<file path="config.mk">
export PLATFORM = sky130hd
export DESIGN_NAME = rfx_core_regs
export DESIGN_NICKNAME = d
export VERILOG_FILES = /design/src/logic/rfx_core_regs.v
export VERILOG_INCLUDE_DIRS = /design/src /design/src/pkg
export SDC_FILE = /design/constraint.sdc
export NUM_CORES = 1
export LEC_CHECK = 0
export ABC_AREA = 1
export BUFFER_PORTS_ARGS = -buffer_cell sky130_fd_sc_hd__buf_2
export CORE_UTILIZATION = 40
export DETAILED_ROUTE_END_ITERATION = 10
export PLACE_DENSITY = 0.56
export RECOVER_POWER = 25
export SLEW_MARGIN = 20
export SYNTH_ARGS = -nofsm -noshare
export SYNTH_HDL_FRONTEND = slang
export SYNTH_SLANG_ARGS = --single-unit
export TNS_END_PERCENT = 30
</file>
<file path="constraint.sdc">
create_clock -name clk_i -period 2.1 [get_ports clk_i]
set_input_delay 0.21 -clock clk_i [delete_from_list [all_inputs] [get_ports clk_i]]
set_output_delay 0.21 -clock clk_i [all_outputs]
set_load 0.005 [all_outputs]
</file>
<file path="src/pkg/rfx_defs.vh">
/*
  Constants of the CPU register file and flag block: register
  indices on the software port, flag bit positions, operand sizes
  and the fixed vector table addresses.
  Assumes it is included by bare name into the design and the bench.
*/
`ifndef RFX_DEFS_VH
`define RFX_DEFS_VH

// Register indices on the software port
`define RFX_IDX_DATA0      5'h00
`define RFX_IDX_DATA1      5'h01
`define RFX_IDX_DATA2      5'h02
`define RFX_IDX_DATA3      5'h03
`define RFX_IDX_ADDR0      5'h04
`define RFX_IDX_ADDR1      5'h05
`define RFX_IDX_FB         5'h06
`define RFX_IDX_VECTOR_TABLE_BASE       5'h07
`define RFX_IDX_PC         5'h08
`define RFX_IDX_USP        5'h09
`define RFX_IDX_ISP        5'h0A
`define RFX_IDX_SB         5'h0B
`define RFX_IDX_FLG        5'h0C
`define RFX_IDX_D0_HI      5'h0D
`define RFX_IDX_D0_LO      5'h0E
`define RFX_IDX_D1_HI      5'h0F
`define RFX_IDX_D1_LO      5'h10
`define RFX_IDX_PAIR_LO    5'h11
`define RFX_IDX_PAIR_HI    5'h12
`define RFX_IDX_ADDR_PAIR  5'h13
`define RFX_IDX_ACT_SP     5'h14

// Banked set layout
`define RFX_BANK_SLOTS     7
`define RFX_BANK_ENTRIES   14

// Internal flag bit positions (11 bits held)
`define RFX_F_C            0
`define RFX_F_D            1
`define RFX_F_Z            2
`define RFX_F_S            3
`define RFX_F_B            4
`define RFX_F_O            5
`define RFX_F_I            6
`define RFX_F_U            7
`define RFX_F_IPL_LSB      8
`define RFX_FLG_RESET      11'h000
// Visible position of the priority level field
`define RFX_V_IPL_LSB      12

// ALU flag mask bits
`define RFX_M_C            0
`define RFX_M_Z            1
`define RFX_M_S            2
`define RFX_M_O            3

// Operand sizes
`define RFX_SZ_BYTE        2'h0
`define RFX_SZ_WORD        2'h1
`define RFX_SZ_LONG        2'h2

// Fixed vector table and software interrupt boundary
`define RFX_FIXVEC_FIRST   20'h0FFDC
`define RFX_FIXVEC_LAST    20'h0FFFF
`define RFX_FIXVEC_RESET   20'h0FFFC
`define RFX_SWI_USTK_MAX   6'h1F

`endif

</file>
<file path="src/logic/rfx_core_regs.v">
/*
  CPU register file and flag register: two banks of data, address
  and frame base registers, static base, vector table base, program
  counter, two stack pointers and the 11-bit flag word, with flag
  update from the ALU and interrupt acknowledge.
  Assumes all inputs come from logic on clk_i; the software port
  never raises both strobes in one cycle.
*/
// The register offsets and strobed register access were left to the implementer.
`timescale 1ns/1ps
`include "rfx_defs.vh"

// Notes on behaviour
// - Zero flag is 1 for a zero arithmetic result, else 0.
// - Sign flag is 1 for a negative result, else 0.
// - Overflow flag is 1 when the operation overflows, else 0.
// - Carry flag takes the ALU carry, borrow or shifted-out bit.
// - Bank flag 0 routes accesses to bank 0, 1 to bank 1.
// - Maskable interrupts are taken only while the enable flag is 1.
// - Any interrupt acknowledge clears the interrupt enable flag.
// - Stack flag 0 selects interrupt stack pointer, 1 the user one.
// - Hardware acknowledge or software interrupt 0 to 31 clears stack flag.
// - Priority level is a 3-bit field, levels 0 to 7.
// - A request is enabled only above the current priority level.
// - First two data registers split into 8-bit high and low halves.
// - Data registers 0/2 and 1/3 form 32-bit pairs.
// - Address registers combine into 32 bits, second one upper.
// - Two full copies of data, address and frame base registers.
// - A 20-bit program counter holds the next instruction address.
// - A 20-bit vector table base holds the relocatable table start.
// - Both stack pointers, frame base and static base are 16 bits.
// - The flag register holds 11 bits of processor state.
// - Reserved flag bits read undefined; here they read as 0.
// - Fixed routine addresses come from the top of the low 64 KB.
module rfx_core_regs #(
  parameter [19:0] RESET_VEC = `RFX_FIXVEC_RESET // Reset entry address
) (
  input  wire        clk_i,        // System clock
  input  wire        srst_i,       // Synchronous reset, active high
  input  wire [4:0]  reg_addr_i,   // Register index
  input  wire [31:0] reg_wdata_i,  // Write data
  input  wire        reg_we_i,     // Write strobe
  input  wire        reg_re_i,     // Read strobe
  output wire [31:0] reg_rdata_o,  // Read data, cycle after strobe
  input  wire        alu_we_i,     // ALU flag update strobe
  input  wire [3:0]  alu_mask_i,   // Flags the instruction affects
  input  wire [1:0]  alu_size_i,   // Operand size
  input  wire [31:0] alu_res_i,    // ALU result
  input  wire        alu_c_i,      // Carry, borrow or shift-out
  input  wire        alu_o_i,      // Overflow
  input  wire        irq_req_i,    // Maskable request pending
  input  wire [2:0]  irq_lvl_i,    // Priority of the request
  output wire        irq_take_o,   // Request may be acknowledged
  input  wire        hw_ack_i,     // Hardware interrupt acknowledged
  input  wire        swi_exec_i,   // Software interrupt executed
  input  wire [5:0]  swi_num_i,    // Software interrupt number
  output wire        vec_req_o,    // Reset vector fetch pending
  output wire [19:0] vec_addr_o,   // Vector fetch address
  input  wire        vec_vld_i,    // Vector data valid
  input  wire [19:0] vec_data_i,   // Fetched routine address
  output wire [19:0] pc_o,         // Program counter
  output wire [19:0] vector_table_base_o,       // Vector table base
  output wire [15:0] sp_o,         // Active stack pointer
  output wire [15:0] flags_o       // Flag word, visible layout
);

  // Non-banked state
  reg [19:0] pc_ff;
  reg [19:0] nxt_pc;
  reg [19:0] vector_table_base_ff;
  reg [19:0] nxt_vector_table_base;
  reg [15:0] usp_ff;
  reg [15:0] nxt_usp;
  reg [15:0] isp_ff;
  reg [15:0] nxt_isp;
  reg [15:0] sb_ff;
  reg [15:0] nxt_sb;
  reg [10:0] flg_ff;
  reg [10:0] nxt_flg;
  reg        boot_ff;
  reg        nxt_boot;
  reg [31:0] rdata_ff;
  reg [31:0] nxt_rdata;
  reg [15:0] sp_ff;
  reg [15:0] nxt_sp;

  wire [15:0] ent_w [0:`RFX_BANK_ENTRIES-1];
  wire        bsel;
  wire        use_usp;
  wire [2:0]  processor_priority_level;
  wire [15:0] flg_vis;

  assign bsel    = flg_ff[`RFX_F_B];
  assign use_usp = flg_ff[`RFX_F_U];
  assign processor_priority_level     = flg_ff[`RFX_F_IPL_LSB +: 3];

  // Visible word; reserved bits read as zero so software that
  // compares a read-back word never sees stray ones
  assign flg_vis = {1'b0, processor_priority_level, 4'h0, flg_ff[7:0]};

  // Banked set: two copies of seven 16-bit entries
  genvar g;
  generate
    for (g = 0; g < `RFX_BANK_ENTRIES; g = g + 1) begin : g_ent
      // Integer bank and slot numbers, cut to the widths compared at
      localparam integer BKI = g / `RFX_BANK_SLOTS;
      localparam integer SLI = g % `RFX_BANK_SLOTS;
      localparam [0:0]   BK  = BKI[0:0];
      localparam [4:0]   SL  = SLI[4:0];
      reg  [15:0] ent_ff;
      reg  [15:0] nxt_ent;
      wire        wr;

      // Only the bank named by the flag sees writes
      assign wr = reg_we_i & (bsel == BK);

      // Full, byte and pair views onto this entry
      always @* begin
        nxt_ent = ent_ff;
        if (wr) begin
          if (reg_addr_i == SL) begin
            nxt_ent = reg_wdata_i[15:0];
          end else if (SL == 5'h00 && reg_addr_i == `RFX_IDX_D0_HI) begin
            nxt_ent[15:8] = reg_wdata_i[7:0];
          end else if (SL == 5'h00 && reg_addr_i == `RFX_IDX_D0_LO) begin
            nxt_ent[7:0] = reg_wdata_i[7:0];
          end else if (SL == 5'h01 && reg_addr_i == `RFX_IDX_D1_HI) begin
            nxt_ent[15:8] = reg_wdata_i[7:0];
          end else if (SL == 5'h01 && reg_addr_i == `RFX_IDX_D1_LO) begin
            nxt_ent[7:0] = reg_wdata_i[7:0];
          end else if (reg_addr_i == `RFX_IDX_PAIR_LO) begin
            if (SL == 5'h00) begin
              nxt_ent = reg_wdata_i[15:0];
            end else if (SL == 5'h02) begin
              nxt_ent = reg_wdata_i[31:16];
            end
          end else if (reg_addr_i == `RFX_IDX_PAIR_HI) begin
            if (SL == 5'h01) begin
              nxt_ent = reg_wdata_i[15:0];
            end else if (SL == 5'h03) begin
              nxt_ent = reg_wdata_i[31:16];
            end
          end else if (reg_addr_i == `RFX_IDX_ADDR_PAIR) begin
            if (SL == 5'h04) begin
              nxt_ent = reg_wdata_i[15:0];
            end else if (SL == 5'h05) begin
              nxt_ent = reg_wdata_i[31:16];
            end
          end
        end
      end

      // Entry storage
      always @(posedge clk_i) begin
        if (srst_i) begin
          ent_ff <= 16'h0000;
        end else begin
          ent_ff <= nxt_ent;
        end
      end

      assign ent_w[g] = ent_ff;
    end
  endgenerate

  // Current bank view of each slot
  wire [15:0] cur_d0;
  wire [15:0] cur_d1;
  wire [15:0] cur_d2;
  wire [15:0] cur_d3;
  wire [15:0] cur_a0;
  wire [15:0] cur_a1;
  wire [15:0] cur_fb;

  assign cur_d0 = bsel ? ent_w[7]  : ent_w[0];
  assign cur_d1 = bsel ? ent_w[8]  : ent_w[1];
  assign cur_d2 = bsel ? ent_w[9]  : ent_w[2];
  assign cur_d3 = bsel ? ent_w[10] : ent_w[3];
  assign cur_a0 = bsel ? ent_w[11] : ent_w[4];
  assign cur_a1 = bsel ? ent_w[12] : ent_w[5];
  assign cur_fb = bsel ? ent_w[13] : ent_w[6];

  // Zero and sign taken at the operand size
  reg res_zero;
  reg res_neg;

  always @* begin
    res_zero = 1'b0;
    res_neg  = 1'b0;
    if (alu_size_i == `RFX_SZ_BYTE) begin
      res_zero = (alu_res_i[7:0] == 8'h00);
      res_neg  = alu_res_i[7];
    end else if (alu_size_i == `RFX_SZ_WORD) begin
      res_zero = (alu_res_i[15:0] == 16'h0000);
      res_neg  = alu_res_i[15];
    end else begin
      res_zero = (alu_res_i == 32'h00000000);
      res_neg  = alu_res_i[31];
    end
  end

  // Flag update; acknowledge comes last so its clears always win
  always @* begin
    nxt_flg = flg_ff;
    if (alu_we_i) begin
      // Untouched mask bits keep their flags
      if (alu_mask_i[`RFX_M_C]) begin
        nxt_flg[`RFX_F_C] = alu_c_i;
      end
      if (alu_mask_i[`RFX_M_Z]) begin
        nxt_flg[`RFX_F_Z] = res_zero;
      end
      if (alu_mask_i[`RFX_M_S]) begin
        nxt_flg[`RFX_F_S] = res_neg;
      end
      if (alu_mask_i[`RFX_M_O]) begin
        nxt_flg[`RFX_F_O] = alu_o_i;
      end
    end
    // Software write overrides a same-cycle ALU update
    if (reg_we_i && reg_addr_i == `RFX_IDX_FLG) begin
      nxt_flg = {reg_wdata_i[`RFX_V_IPL_LSB +: 3], reg_wdata_i[7:0]};
    end
    if (hw_ack_i) begin
      nxt_flg[`RFX_F_I] = 1'b0;
      nxt_flg[`RFX_F_U] = 1'b0;
    end
    if (swi_exec_i) begin
      nxt_flg[`RFX_F_I] = 1'b0;
      if (swi_num_i <= `RFX_SWI_USTK_MAX) begin
        nxt_flg[`RFX_F_U] = 1'b0;
      end
    end
  end

  // Non-banked register writes and reset vector load
  always @* begin
    nxt_pc   = pc_ff;
    nxt_vector_table_base = vector_table_base_ff;
    nxt_usp  = usp_ff;
    nxt_isp  = isp_ff;
    nxt_sb   = sb_ff;
    nxt_boot = boot_ff;
    if (boot_ff) begin
      // Port writes to the PC are held off until the vector lands
      if (vec_vld_i) begin
        nxt_pc   = vec_data_i;
        nxt_boot = 1'b0;
      end
    end else if (reg_we_i && reg_addr_i == `RFX_IDX_PC) begin
      nxt_pc = reg_wdata_i[19:0];
    end
    if (reg_we_i) begin
      if (reg_addr_i == `RFX_IDX_VECTOR_TABLE_BASE) begin
        nxt_vector_table_base = reg_wdata_i[19:0];
      end else if (reg_addr_i == `RFX_IDX_USP) begin
        nxt_usp = reg_wdata_i[15:0];
      end else if (reg_addr_i == `RFX_IDX_ISP) begin
        nxt_isp = reg_wdata_i[15:0];
      end else if (reg_addr_i == `RFX_IDX_SB) begin
        nxt_sb = reg_wdata_i[15:0];
      end else if (reg_addr_i == `RFX_IDX_ACT_SP) begin
        if (use_usp) begin
          nxt_usp = reg_wdata_i[15:0];
        end else begin
          nxt_isp = reg_wdata_i[15:0];
        end
      end
    end
  end

  // Active pointer taken from next-state values, so it follows a
  // stack flag or pointer change on the same edge
  always @* begin
    nxt_sp = nxt_flg[`RFX_F_U] ? nxt_usp : nxt_isp;
  end

  // Read mux; unmapped indices read zero
  always @* begin
    nxt_rdata = 32'h00000000;
    if (reg_re_i) begin
      if (reg_addr_i == `RFX_IDX_DATA0) begin
        nxt_rdata = {16'h0000, cur_d0};
      end else if (reg_addr_i == `RFX_IDX_DATA1) begin
        nxt_rdata = {16'h0000, cur_d1};
      end else if (reg_addr_i == `RFX_IDX_DATA2) begin
        nxt_rdata = {16'h0000, cur_d2};
      end else if (reg_addr_i == `RFX_IDX_DATA3) begin
        nxt_rdata = {16'h0000, cur_d3};
      end else if (reg_addr_i == `RFX_IDX_ADDR0) begin
        nxt_rdata = {16'h0000, cur_a0};
      end else if (reg_addr_i == `RFX_IDX_ADDR1) begin
        nxt_rdata = {16'h0000, cur_a1};
      end else if (reg_addr_i == `RFX_IDX_FB) begin
        nxt_rdata = {16'h0000, cur_fb};
      end else if (reg_addr_i == `RFX_IDX_VECTOR_TABLE_BASE) begin
        nxt_rdata = {12'h000, vector_table_base_ff};
      end else if (reg_addr_i == `RFX_IDX_PC) begin
        nxt_rdata = {12'h000, pc_ff};
      end else if (reg_addr_i == `RFX_IDX_USP) begin
        nxt_rdata = {16'h0000, usp_ff};
      end else if (reg_addr_i == `RFX_IDX_ISP) begin
        nxt_rdata = {16'h0000, isp_ff};
      end else if (reg_addr_i == `RFX_IDX_SB) begin
        nxt_rdata = {16'h0000, sb_ff};
      end else if (reg_addr_i == `RFX_IDX_FLG) begin
        nxt_rdata = {16'h0000, flg_vis};
      end else if (reg_addr_i == `RFX_IDX_D0_HI) begin
        nxt_rdata = {24'h000000, cur_d0[15:8]};
      end else if (reg_addr_i == `RFX_IDX_D0_LO) begin
        nxt_rdata = {24'h000000, cur_d0[7:0]};
      end else if (reg_addr_i == `RFX_IDX_D1_HI) begin
        nxt_rdata = {24'h000000, cur_d1[15:8]};
      end else if (reg_addr_i == `RFX_IDX_D1_LO) begin
        nxt_rdata = {24'h000000, cur_d1[7:0]};
      end else if (reg_addr_i == `RFX_IDX_PAIR_LO) begin
        nxt_rdata = {cur_d2, cur_d0};
      end else if (reg_addr_i == `RFX_IDX_PAIR_HI) begin
        nxt_rdata = {cur_d3, cur_d1};
      end else if (reg_addr_i == `RFX_IDX_ADDR_PAIR) begin
        nxt_rdata = {cur_a1, cur_a0};
      end else if (reg_addr_i == `RFX_IDX_ACT_SP) begin
        nxt_rdata = {16'h0000, sp_o};
      end
    end
  end

  // State registers; the boot flag holds off PC writes until the
  // reset vector has been fetched
  always @(posedge clk_i) begin
    if (srst_i) begin
      pc_ff    <= 20'h00000;
      vector_table_base_ff  <= 20'h00000;
      usp_ff   <= 16'h0000;
      isp_ff   <= 16'h0000;
      sb_ff    <= 16'h0000;
      flg_ff   <= `RFX_FLG_RESET;
      boot_ff  <= 1'b1;
      rdata_ff <= 32'h00000000;
      sp_ff    <= 16'h0000;
    end else begin
      pc_ff    <= nxt_pc;
      vector_table_base_ff  <= nxt_vector_table_base;
      usp_ff   <= nxt_usp;
      isp_ff   <= nxt_isp;
      sb_ff    <= nxt_sb;
      flg_ff   <= nxt_flg;
      boot_ff  <= nxt_boot;
      rdata_ff <= nxt_rdata;
      sp_ff    <= nxt_sp;
    end
  end

  // Interrupt gate: enable flag and strictly higher priority
  // Left combinational so the core can acknowledge in the same cycle;
  // a request at the current level is held off
  assign irq_take_o = irq_req_i & flg_ff[`RFX_F_I] & (irq_lvl_i > processor_priority_level);

  // Reset entry sits in the fixed table at the top of the low 64 KB
  assign vec_req_o  = boot_ff;
  assign vec_addr_o = RESET_VEC;

  // Outputs to the core
  assign sp_o        = sp_ff;
  assign pc_o        = pc_ff;
  assign vector_table_base_o      = vector_table_base_ff;
  assign flags_o     = flg_vis;
  assign reg_rdata_o = rdata_ff;

endmodule // rfx_core_regs

</file>
==> results of run 1 <==
## how the worst max path moves through the flow
| stage | to | start | slack [ps] | cells past startpoint |
|---|---|---|---|---|
| 3_5_place_dp | reg_rdata_o[2] | flg_ff[4] | -1210 | 13 |
| 4_1_cts | reg_rdata_o[2] | flg_ff[4] | -720 | 17 |
| 6_report | reg_rdata_o[14] | flg_ff[4] | -600 | 15 |
| 5_1_grt | reg_rdata_o[2] | flg_ff[4] | -650 | 13 |
| 2_1_floorplan | reg_rdata_o[16] | flg_ff[4] | 270 | 8 |
| 3_3_place_gp | reg_rdata_o[2] | flg_ff[4] | -1190 | 13 |
## per-layer routing
| metal | up-vias | routed length, um |
|---|---|---|
| met2 | 950 | 36100 |
| met1 | 9628 | 36000 |
| met5 | - | 0 |
| met3 | 169 | 7400 |
| li1 | 9565 | - |
| met4 | 0 | 3390 |
## logic make-up (layout without fill, tap and decap cells)
family | count (synthesis) | count (layout) | synth area share (%)
simple gates | 955 | 955 | 21.8
compound gates | 829 | 829 | 24.3
buf+inv | 477 | 892 | 10.9
flops | 372 | 372 | 41.5
mux | 23 | 23 | 1.30
fa+ha+maj | 3 | 3 | 0.209
other cells | 2 | 25 | 0.0418
## flip-flops by register name (all words and copies together) (netlist names)
register             count
flg_ff                  11
g_ent.ent_ff           224
reg_rdata_o             32
sb_ff                   16
isp_ff                  16
usp_ff                  16
vector_table_base_o     20
sp_o                    16
vec_req_o                1
pc_o                    20
## area by class of cell
class / instances / area [um2] / area share (%)
clock buffer: 61 / 1220 / 5.08
clock inverter: 10 / 135 / 0.561
inverter: 260 / 1000 / 4.16
multi-input combinational: 1835 / 9270 / 38.5
sequential: 372 / 7450 / 30.9
tap: 592 / 741 / 3.08
timing repair buffer: 561 / 4260 / 17.7
## critical path, delay by kind of cell (launching register included)
family	cells	cell delay, ps
and+or+nand+nor	8	1140
DFF	1	380
AOI/OAI and AO/OA	4	630
buffers and inverters	3	410
## cell usage in the layout (no fill, tap or decap), types with 7 or more instances in the layout
cell,instances
sky130_fd_sc_hd__conb_1,25
sky130_fd_sc_hd__o21ai_1,45
sky130_fd_sc_hd__a31oi_1,25
sky130_fd_sc_hd__dfxtp_1,371
sky130_fd_sc_hd__o21ai_4,9
sky130_fd_sc_hd__inv_1,229
sky130_fd_sc_hd__clkbuf_16,43
sky130_fd_sc_hd__clkbuf_1,55
sky130_fd_sc_hd__mux2i_1,20
sky130_fd_sc_hd__buf_12,29
sky130_fd_sc_hd__nor2_1,214
sky130_fd_sc_hd__o21ai_0,366
sky130_fd_sc_hd__o211ai_1,10
sky130_fd_sc_hd__inv_2,21
sky130_fd_sc_hd__dlygate4sd3_1,29
sky130_fd_sc_hd__a21oi_2,7
sky130_fd_sc_hd__clkbuf_8,8
sky130_fd_sc_hd__nor4_1,8
sky130_fd_sc_hd__buf_4,271
sky130_fd_sc_hd__buf_2,164
sky130_fd_sc_hd__nand2_1,516
sky130_fd_sc_hd__nand2_4,8
sky130_fd_sc_hd__nand3_1,66
sky130_fd_sc_hd__a211oi_1,7
sky130_fd_sc_hd__a221oi_1,15
sky130_fd_sc_hd__a21oi_1,291
sky130_fd_sc_hd__nand3_2,10
sky130_fd_sc_hd__o21ai_2,16
sky130_fd_sc_hd__nand2_2,52
sky130_fd_sc_hd__o22ai_1,17
sky130_fd_sc_hd__buf_6,8
sky130_fd_sc_hd__nor2_2,11
sky130_fd_sc_hd__nand4_1,48
## through the flow
step	instances	setup slack, ps	hold WS [ps]	util [%]	cell area [um2]
finish	3691	-600	50.2	54.4	24100
global placement	3557	-1190	432	48.3	21400
floorplan	2684	270	326	-	18000
global route	3691	-654	62.6	54.4	24100
detailed placement	3557	-1210	434	48.3	21400
CTS	3685	-721	31.0	54.0	23900
## power groups by stage
| stage | Sequential (mW) | Combinational [mW] | Clock, mW |
|---|---|---|---|
| final | 7.27 | 1.72 | 7.49 |
| after global routing | 7.28 | 1.83 | 7.86 |
| after CTS | 7.27 | 1.66 | 7.58 |
| after detailed placement | 7.42 | 1.54 | 0 |
| after global placement | 7.42 | 1.53 | 0 |
| after floorplan | 7.39 | 0.754 | 0 |
## repair_timing
| action | CTS | global route |
|---|---|---|
| hold endpoints to repair | 27 | 0 |
| resized for setup | 146 | 83 |
| gates cloned | 6 | 0 |
| pin swaps | 55 | 67 |
| endpoints found under the setup margin | 123 | 110 |
| setup buffers | 21 | 10 |
| hold buffers | 30 | 0 |
==> flow_summary.html, run 1 <==
<table>
<tr><th>Metric</th><th>Value</th></tr>
<tr><th colspan="2">Die</th></tr>
<tr><td>Horiz. Die Dim</td><td>214 um</td></tr>
<tr><td>Core Footprint</td><td>about 0.044 mm2</td></tr>
<tr><td>Count of standard-cell rows</td><td>77</td></tr>
<tr><td>Full die area</td><td>0.0458 mm2</td></tr>
<tr><td>Initial cell density of the core</td><td>40.6%</td></tr>
<tr><td>Count of pins on the block boundary</td><td>between 200 and 250</td></tr>
<tr><td>Vert. Die Dim</td><td>214 um</td></tr>
<tr><th colspan="2">Global routing</th></tr>
<tr><td>Maximum number of pins on one net before global-route repair</td><td>~250</td></tr>
<tr><td>Met2 GRT Util</td><td>53.9%</td></tr>
<tr><td>GRT met1 Usage</td><td>49.2%</td></tr>
<tr><td>Global-route met3 utilization</td><td>6.07%</td></tr>
<tr><td>First-pass GRT wire length</td><td>122000 um</td></tr>
<tr><td>Remaining global-route overflow</td><td>0</td></tr>
<tr><td>Via count of the first global-routing pass</td><td>18900</td></tr>
<tr><td>Overall global routing resource usage</td><td>between 30% and 40%</td></tr>
<tr><td>Antenna violations before repair</td><td>4</td></tr>
<tr><td>Global routing's busiest layer</td><td>met2</td></tr>
<tr><th colspan="2">Final layout</th></tr>
<tr><td>Signed area change from the synthesized netlist to the final layout</td><td>34.0%</td></tr>
<tr><td>Number of fillers in the final layout</td><td>4465</td></tr>
<tr><td>Ratio of cells with drive above 1 in the final layout</td><td>23.4%</td></tr>
<tr><td>Final net count</td><td>3190</td></tr>
<tr><td>Diodes inserted</td><td>0</td></tr>
<tr><th colspan="2">Clocking</th></tr>
<tr><td>Register clock-pin slew on the reported worst setup and hold paths</td><td>70 ps</td></tr>
<tr><td>Source-to-sink clock delay at the later pin of the worst-skew pair</td><td>between 500 and 600 ps</td></tr>
<tr><td>Clk buf depth</td><td>3</td></tr>
<tr><td>Clock tree from TritonCTS</td><td>yes</td></tr>
<tr><td>Number of sinks on the clock net</td><td>372</td></tr>
<tr><td>Number of buffers added by the clock tree synthesis step</td><td>42</td></tr>
<tr><td>CTS H-tree depth</td><td>2</td></tr>
<tr><td>Root buffer cell</td><td>sky130_fd_sc_hd__clkbuf_16</td></tr>
<tr><th colspan="2">Worst setup path</th></tr>
<tr><td>Critical path launch point type</td><td>flop</td></tr>
<tr><td>Reg-to-reg endpoint</td><td>reg_rdata_o[14]</td></tr>
<tr><td>Cell repeated most along the worst path</td><td>sky130_fd_sc_hd__nor2_1</td></tr>
<tr><td>Reg-to-reg startpoint</td><td>flg_ff[4]</td></tr>
<tr><td>Capturing element type of the critical path</td><td>flop</td></tr>
<tr><td>Critical Path Max Stage Delay</td><td>between 300 and 400 ps</td></tr>
<tr><td>Cell-by-cell listing of the critical path</td><td>buf_12, buf_6, nand2_2, o21ai_2, buf_6, nand2_2, nand3_2, a21oi_4, o2111ai_2, a21oi_4, nand4_1, nor2_1, nand4_1, nor2_1, nor2_1</td></tr>
<tr><td>Data required time at the worst endpoint</td><td>around 2500 ps</td></tr>
<tr><td>Count of cells along the worst register-to-register path</td><td>15</td></tr>
<tr><td>Arrival time reported for the critical path endpoint</td><td>3140 ps</td></tr>
<tr><td>Slowest stage cell on the critical path</td><td>sky130_fd_sc_hd__dfxtp_4</td></tr>
<tr><td>Worst-case register-to-register setup slack</td><td>-600 ps</td></tr>
<tr><td>Crit path max fanout</td><td>6</td></tr>
<tr><td>Critical path class</td><td>flop to flop</td></tr>
<tr><th colspan="2">Placed design</th></tr>
<tr><td>Gp weighted congestion</td><td>1.04</td></tr>
<tr><td>Buffers added on ports</td><td>210</td></tr>
<tr><td>DP Wirelength</td><td>60100 um</td></tr>
<tr><th colspan="2">Timing</th></tr>
<tr><td>Unrepaired setup endpoints after global routing</td><td>yes</td></tr>
<tr><td>Worst slew margin relative to its limit</td><td>between 30% and 40%</td></tr>
<tr><td>Tcrit/Tclk final</td><td>129%</td></tr>
<tr><td>Crit path time final</td><td>2700 ps</td></tr>
<tr><td>Count of final max-slew check failures</td><td>0</td></tr>
<tr><td>Worst path setup slack after routing</td><td>-600 ps</td></tr>
<tr><td>Total setup violations reported at the end of the flow</td><td>29</td></tr>
<tr><td>Number of failing hold endpoints at the final stage</td><td>0</td></tr>
<tr><td>Transition time of the tightest slew-check pin</td><td>~1000 ps</td></tr>
<tr><td>Highest Clock Rate</td><td>370 MHz</td></tr>
<tr><td>Accumulated negative setup slack</td><td>-3990 ps</td></tr>
<tr><td>Clk_skew</td><td>16.2 ps</td></tr>
<tr><th colspan="2">Power</th></tr>
<tr><td>Reported leakage power</td><td>just over 10 nW</td></tr>
<tr><td>Cell Int Power</td><td>12.2 mW</td></tr>
<tr><td>Final total power</td><td>16.5 mW</td></tr>
<tr><td>Fraction of power spent switching nets</td><td>26.0%</td></tr>
<tr><td>Combinational group share of total power</td><td>10.4%</td></tr>
<tr><td>Sequential cell fraction of total power</td><td>44.1%</td></tr>
<tr><td>Maximum resistive drop on vdd</td><td>0.490 mV</td></tr>
<tr><td>PwrDens</td><td>between 600 and 700 mW/mm2</td></tr>
<tr><td>Net load switching power</td><td>4.28 mW</td></tr>
<tr><td>Portion of total power attributed to the clock network</td><td>between 40% and 50%</td></tr>
<tr><th colspan="2">Synth</th></tr>
<tr><td>Seq/Total Area, Yosys</td><td>about 41%</td></tr>
<tr><td>Top cell types by occurrence after synthesis</td><td>sky130_fd_sc_hd__nand2_1 (573), sky130_fd_sc_hd__o21ai_0 (401), sky130_fd_sc_hd__dfxtp_1 (372)</td></tr>
<tr><td>Cell type contributing the most total cell area after synthesis</td><td>sky130_fd_sc_hd__dfxtp_1</td></tr>
<tr><td>Number of instances in the synthesized netlist</td><td>~2700</td></tr>
<tr><td>Number of flip-flops and latches in the synthesized netlist</td><td>372</td></tr>
<tr><td>Proportion of netlist area held by the largest area contributor</td><td>around two fifths</td></tr>
<tr><td>Most instantiated flip-flop cell in the synthesis netlist</td><td>sky130_fd_sc_hd__dfxtp_1</td></tr>
<tr><td>Number of flops mapped to enable cells by yosys</td><td>0</td></tr>
<tr><td>Post-synthesis async set-or-reset flop share</td><td>0%</td></tr>
<tr><td>Mean cell area of the mapped netlist</td><td>6.75 um2</td></tr>
<tr><td>Cells taking the most area after synthesis</td><td>sky130_fd_sc_hd__dfxtp_1 (41%), sky130_fd_sc_hd__nand2_1 (12%), sky130_fd_sc_hd__o21ai_0 (11%)</td></tr>
<tr><td>Most frequently used cell type in the post-synthesis netlist</td><td>sky130_fd_sc_hd__nand2_1</td></tr>
<tr><td>Synthesized cell area</td><td>0.0180 mm2</td></tr>
<tr><td>Number of different library cells in the post-synthesis netlist</td><td>43</td></tr>
<tr><td>Warnings, synthesis</td><td>0</td></tr>
<tr><th colspan="2">Drt</th></tr>
<tr><td>Violation count after the first detailed-routing iteration</td><td>2026</td></tr>
<tr><td>Vias</td><td>around 20000</td></tr>
<tr><td>Routed wire length</td><td>slightly above 80000 um</td></tr>
<tr><td>Wire length per cell</td><td>22.4 um</td></tr>
<tr><td>DRC violation count after routing</td><td>0</td></tr>
<tr><td>Iteration count of the initial detailed-routing pass</td><td>6</td></tr>
<tr><td>Detail-routed via count per cell</td><td>between 5 and 6</td></tr>
<tr><td>Post-DRT Antenna Nets</td><td>0</td></tr>
<tr><th colspan="2">Min path</th></tr>
<tr><td>Worst hold path endpoint</td><td>flg_ff[3]</td></tr>
<tr><td>Hold/Removal Path Class</td><td>input pin to flop</td></tr>
<tr><td>Hold path cells</td><td>4</td></tr>
<tr><td>Startpoint of the most critical hold path</td><td>alu_mask_i[2]</td></tr>
<tr><th colspan="2">Flow run</th></tr>
<tr><td>Max Cap Violations</td><td>0</td></tr>
<tr><th colspan="2">Status</th></tr>
<tr><td>Violated checks</td><td>negative setup slack</td></tr>
<tr><td>Status</td><td>finished with violations</td></tr>
</table>
No activity file was read; power rests on OpenSTA's default activity.
==> run 2: changes to the inputs <==
--- a/constraint.sdc
+++ b/constraint.sdc
@@ -3,2 +3,2 @@
 set_output_delay 0.21 -clock clk_i [all_outputs]
-set_load 0.005 [all_outputs]
+set_load 0.02 [all_outputs]
==> run 2 against run 1 <==
Effect of this change:
- the run still ends with negative setup slack left
- register-to-register slack about the same
- utilization down 0.14 points
- worst hold slack worse by 1.6 ps
- largest power group unchanged
==> flow_summary.html, run 2 (synthesis gave the netlist of run 1 again) <==
<table>
<tr><th>Metric</th><th>Value</th></tr>
<tr><th colspan="2">Timing</th></tr>
<tr><td>Accumulated negative setup slack</td><td>-3910 ps</td></tr>
<tr><td>Highest Clock Rate</td><td>roughly 370 MHz</td></tr>
<tr><td>Worst path setup slack after routing</td><td>-588 ps</td></tr>
<tr><td>Clk_skew</td><td>15.9 ps</td></tr>
<tr><td>Crit path time final</td><td>2690 ps</td></tr>
<tr><td>Transition time of the tightest slew-check pin</td><td>just over 1000 ps</td></tr>
<tr><td>Unrepaired setup endpoints after global routing</td><td>yes</td></tr>
<tr><td>Fin Hold WS</td><td>48.6 ps</td></tr>
<tr><td>Number of failing hold endpoints at the final stage</td><td>0</td></tr>
<tr><td>Total setup violations reported at the end of the flow</td><td>30</td></tr>
<tr><td>Count of final max-slew check failures</td><td>0</td></tr>
<tr><td>Tcrit/Tclk final</td><td>128%</td></tr>
<tr><td>Worst slew margin relative to its limit</td><td>30.9%</td></tr>
<tr><th colspan="2">Final layout</th></tr>
<tr><td>Signed area change from the synthesized netlist to the final layout</td><td>33.7%</td></tr>
<tr><td>Max FFs per register</td><td>224</td></tr>
<tr><td>Register containing the most flip-flops in the final layout</td><td>g_ent.ent_ff</td></tr>
<tr><td>Number of fillers in the final layout</td><td>4492</td></tr>
<tr><td>Commonest non-fill, non-tap cells in the layout</td><td>sky130_fd_sc_hd__nand2_1 (516), sky130_fd_sc_hd__dfxtp_1 (369), sky130_fd_sc_hd__o21ai_0 (366)</td></tr>
<tr><td>Ratio of cells with drive above 1 in the final layout</td><td>21.8%</td></tr>
<tr><td>Diodes inserted</td><td>0</td></tr>
<tr><td>Final net count</td><td>approximately 3200</td></tr>
<tr><td>Commonest non-fill, non-tap cell in the layout</td><td>sky130_fd_sc_hd__nand2_1</td></tr>
<tr><th colspan="2">Power</th></tr>
<tr><td>Final total power</td><td>around 17 mW</td></tr>
<tr><td>Reported leakage power</td><td>10.1 nW</td></tr>
<tr><td>Fraction of power spent switching nets</td><td>26.4%</td></tr>
<tr><td>Net load switching power</td><td>between 4 and 5 mW</td></tr>
<tr><td>PwrDens</td><td>~690 mW/mm2</td></tr>
<tr><td>Maximum resistive drop on vdd</td><td>0.494 mV</td></tr>
<tr><td>Combinational group share of total power</td><td>10.9%</td></tr>
<tr><td>Portion of total power attributed to the clock network</td><td>45.2%</td></tr>
<tr><td>Sequential cell fraction of total power</td><td>43.9%</td></tr>
<tr><td>Cell Int Power</td><td>12.2 mW</td></tr>
<tr><th colspan="2">Clocking</th></tr>
<tr><td>Clk buf depth</td><td>3</td></tr>
<tr><td>Clock tree from TritonCTS</td><td>yes</td></tr>
<tr><td>Register clock-pin slew on the reported worst setup and hold paths</td><td>roughly 70 ps</td></tr>
<tr><td>Root buffer cell</td><td>sky130_fd_sc_hd__clkbuf_16</td></tr>
<tr><td>CTS H-tree depth</td><td>2</td></tr>
<tr><td>Source-to-sink clock delay at the later pin of the worst-skew pair</td><td>580 ps</td></tr>
<tr><td>Number of buffers added by the clock tree synthesis step</td><td>42</td></tr>
<tr><td>Number of sinks on the clock net</td><td>372</td></tr>
<tr><th colspan="2">Status</th></tr>
<tr><td>Violated checks</td><td>negative setup slack</td></tr>
<tr><td>Status</td><td>finished with violations</td></tr>
<tr><th colspan="2">Die</th></tr>
<tr><td>Horiz. Die Dim</td><td>214 um</td></tr>
<tr><td>Core Footprint</td><td>roughly 0.044 mm2</td></tr>
<tr><td>Initial cell density of the core</td><td>around 41%</td></tr>
<tr><td>Full die area</td><td>0.0458 mm2</td></tr>
<tr><td>Vert. Die Dim</td><td>214 um</td></tr>
<tr><td>Count of pins on the block boundary</td><td>241</td></tr>
<tr><td>Count of standard-cell rows</td><td>77</td></tr>
<tr><th colspan="2">Drt</th></tr>
<tr><td>Post-DRT Antenna Nets</td><td>0</td></tr>
<tr><td>DRC violation count after routing</td><td>0</td></tr>
<tr><td>Routed wire length</td><td>82900 um</td></tr>
<tr><td>Detail-routed via count per cell</td><td>5.53</td></tr>
<tr><td>Iteration count of the initial detailed-routing pass</td><td>6</td></tr>
<tr><td>Wire length per cell</td><td>22.5 um</td></tr>
<tr><td>Vias</td><td>around 20000</td></tr>
<tr><td>Violation count after the first detailed-routing iteration</td><td>2082</td></tr>
<tr><th colspan="2">Min path</th></tr>
<tr><td>Hold/Removal Path Class</td><td>input pin to flop</td></tr>
<tr><th colspan="2">Global routing</th></tr>
<tr><td>Maximum number of pins on one net before global-route repair</td><td>246</td></tr>
<tr><td>Via count of the first global-routing pass</td><td>18900</td></tr>
<tr><td>Antenna violations before repair</td><td>4</td></tr>
<tr><td>Remaining global-route overflow</td><td>0</td></tr>
<tr><td>Overall global routing resource usage</td><td>35.4%</td></tr>
<tr><td>First-pass GRT wire length</td><td>122000 um</td></tr>
<tr><th colspan="2">Placed design</th></tr>
<tr><td>Worst slack at placement</td><td>-1210 ps</td></tr>
<tr><td>DP Wirelength</td><td>60100 um</td></tr>
<tr><td>Gp weighted congestion</td><td>1.04</td></tr>
<tr><td>Buffers added on ports</td><td>210</td></tr>
<tr><th colspan="2">Worst setup path</th></tr>
<tr><td>Capturing element type of the critical path</td><td>flop</td></tr>
<tr><td>Data required time at the worst endpoint</td><td>2540 ps</td></tr>
<tr><td>Critical path launch point type</td><td>flop</td></tr>
<tr><td>Crit path max fanout</td><td>6</td></tr>
<tr><td>Critical path class</td><td>flop to flop</td></tr>
<tr><td>Arrival time reported for the critical path endpoint</td><td>3130 ps</td></tr>
<tr><th colspan="2">Flow run</th></tr>
<tr><td>Max Cap Violations</td><td>0</td></tr>
</table>
## run 2: cell type report
class | instances | area (um2) | area share [%]
Timing Repair Buffer | 561 | 4190 | 17.5
Clock inverter | 10 | 135 | 0.563
Multi-Input combinational cell | 1835 | 9270 | 38.6
Sequential cell | 372 | 7450 | 31.0
Inverter | 260 | 1000 | 4.17
Tap cell | 592 | 741 | 3.08
Clock buffer | 61 | 1220 | 5.10
## run 2: path summary, 6_finish.rpt
check	startpoint	endpoint	slack [ps]	cells past startpoint
worst max-delay path	flg_ff[4]	reg_rdata_o[14]	-590	15
worst min-delay path	alu_mask_i[2]	flg_ff[3]	50	4
worst max register to register	flg_ff[4]	reg_rdata_o[14]	-590	15
worst min register to register	g_ent[2].ent_ff[10]	g_ent[2].ent_ff[10]	450	2
## run 2: stage by stage
stage	cell area, um2	utilization (%)	instances
finish	24000	54.3	3691
global route	24000	54.3	3691
CTS	23900	54.0	3685
detailed placement	21400	48.3	3557
global placement	21400	48.3	3557
floorplan	18000	-	2684
## run 2: power by group through the flow
stage,sequential [mW],combinational [mW],clock (mW)
after CTS,7.27,1.76,7.58
final,7.27,1.81,7.49
after global placement,7.42,1.63,0
after global routing,7.28,1.92,7.86
after detailed placement,7.42,1.63,0
after floorplan,7.45,0.785,0
## run 2: repair_timing
item / in CTS / in global routing
pin swaps: 55 / 67
setup endpoints to repair: 124 / 110
cloned: 6 / 0
gates resized for setup: 149 / 80
hold buffers: 30 / 0
buffers inserted: 21 / 10
hold endpoints to repair: 27 / 0
## run 2: per-layer routing
| layer | track usage (%) | wire, um |
|---|---|---|
| met5 | 0 | 0 |
| met4 | 14.9 | 3620 |
| met3 | 6.07 | 7340 |
| met2 | 53.9 | 36000 |
| met1 | 49.2 | 35900 |
## run 2: critical path, cell delays in order (launching register included)
cell	delay [ps]
sky130_fd_sc_hd__dfxtp_4	380
sky130_fd_sc_hd__buf_12	150
sky130_fd_sc_hd__buf_6	130
sky130_fd_sc_hd__nand2_2	60
sky130_fd_sc_hd__o21ai_2	60
sky130_fd_sc_hd__buf_6	130
sky130_fd_sc_hd__nand2_2	70
sky130_fd_sc_hd__nand3_2	90
sky130_fd_sc_hd__a21oi_4	190
sky130_fd_sc_hd__o2111ai_2	150
sky130_fd_sc_hd__a21oi_4	230
sky130_fd_sc_hd__nand4_1	340
sky130_fd_sc_hd__nor2_1	190
sky130_fd_sc_hd__nand4_1	190
sky130_fd_sc_hd__nor2_1	130
sky130_fd_sc_hd__nor2_1	60
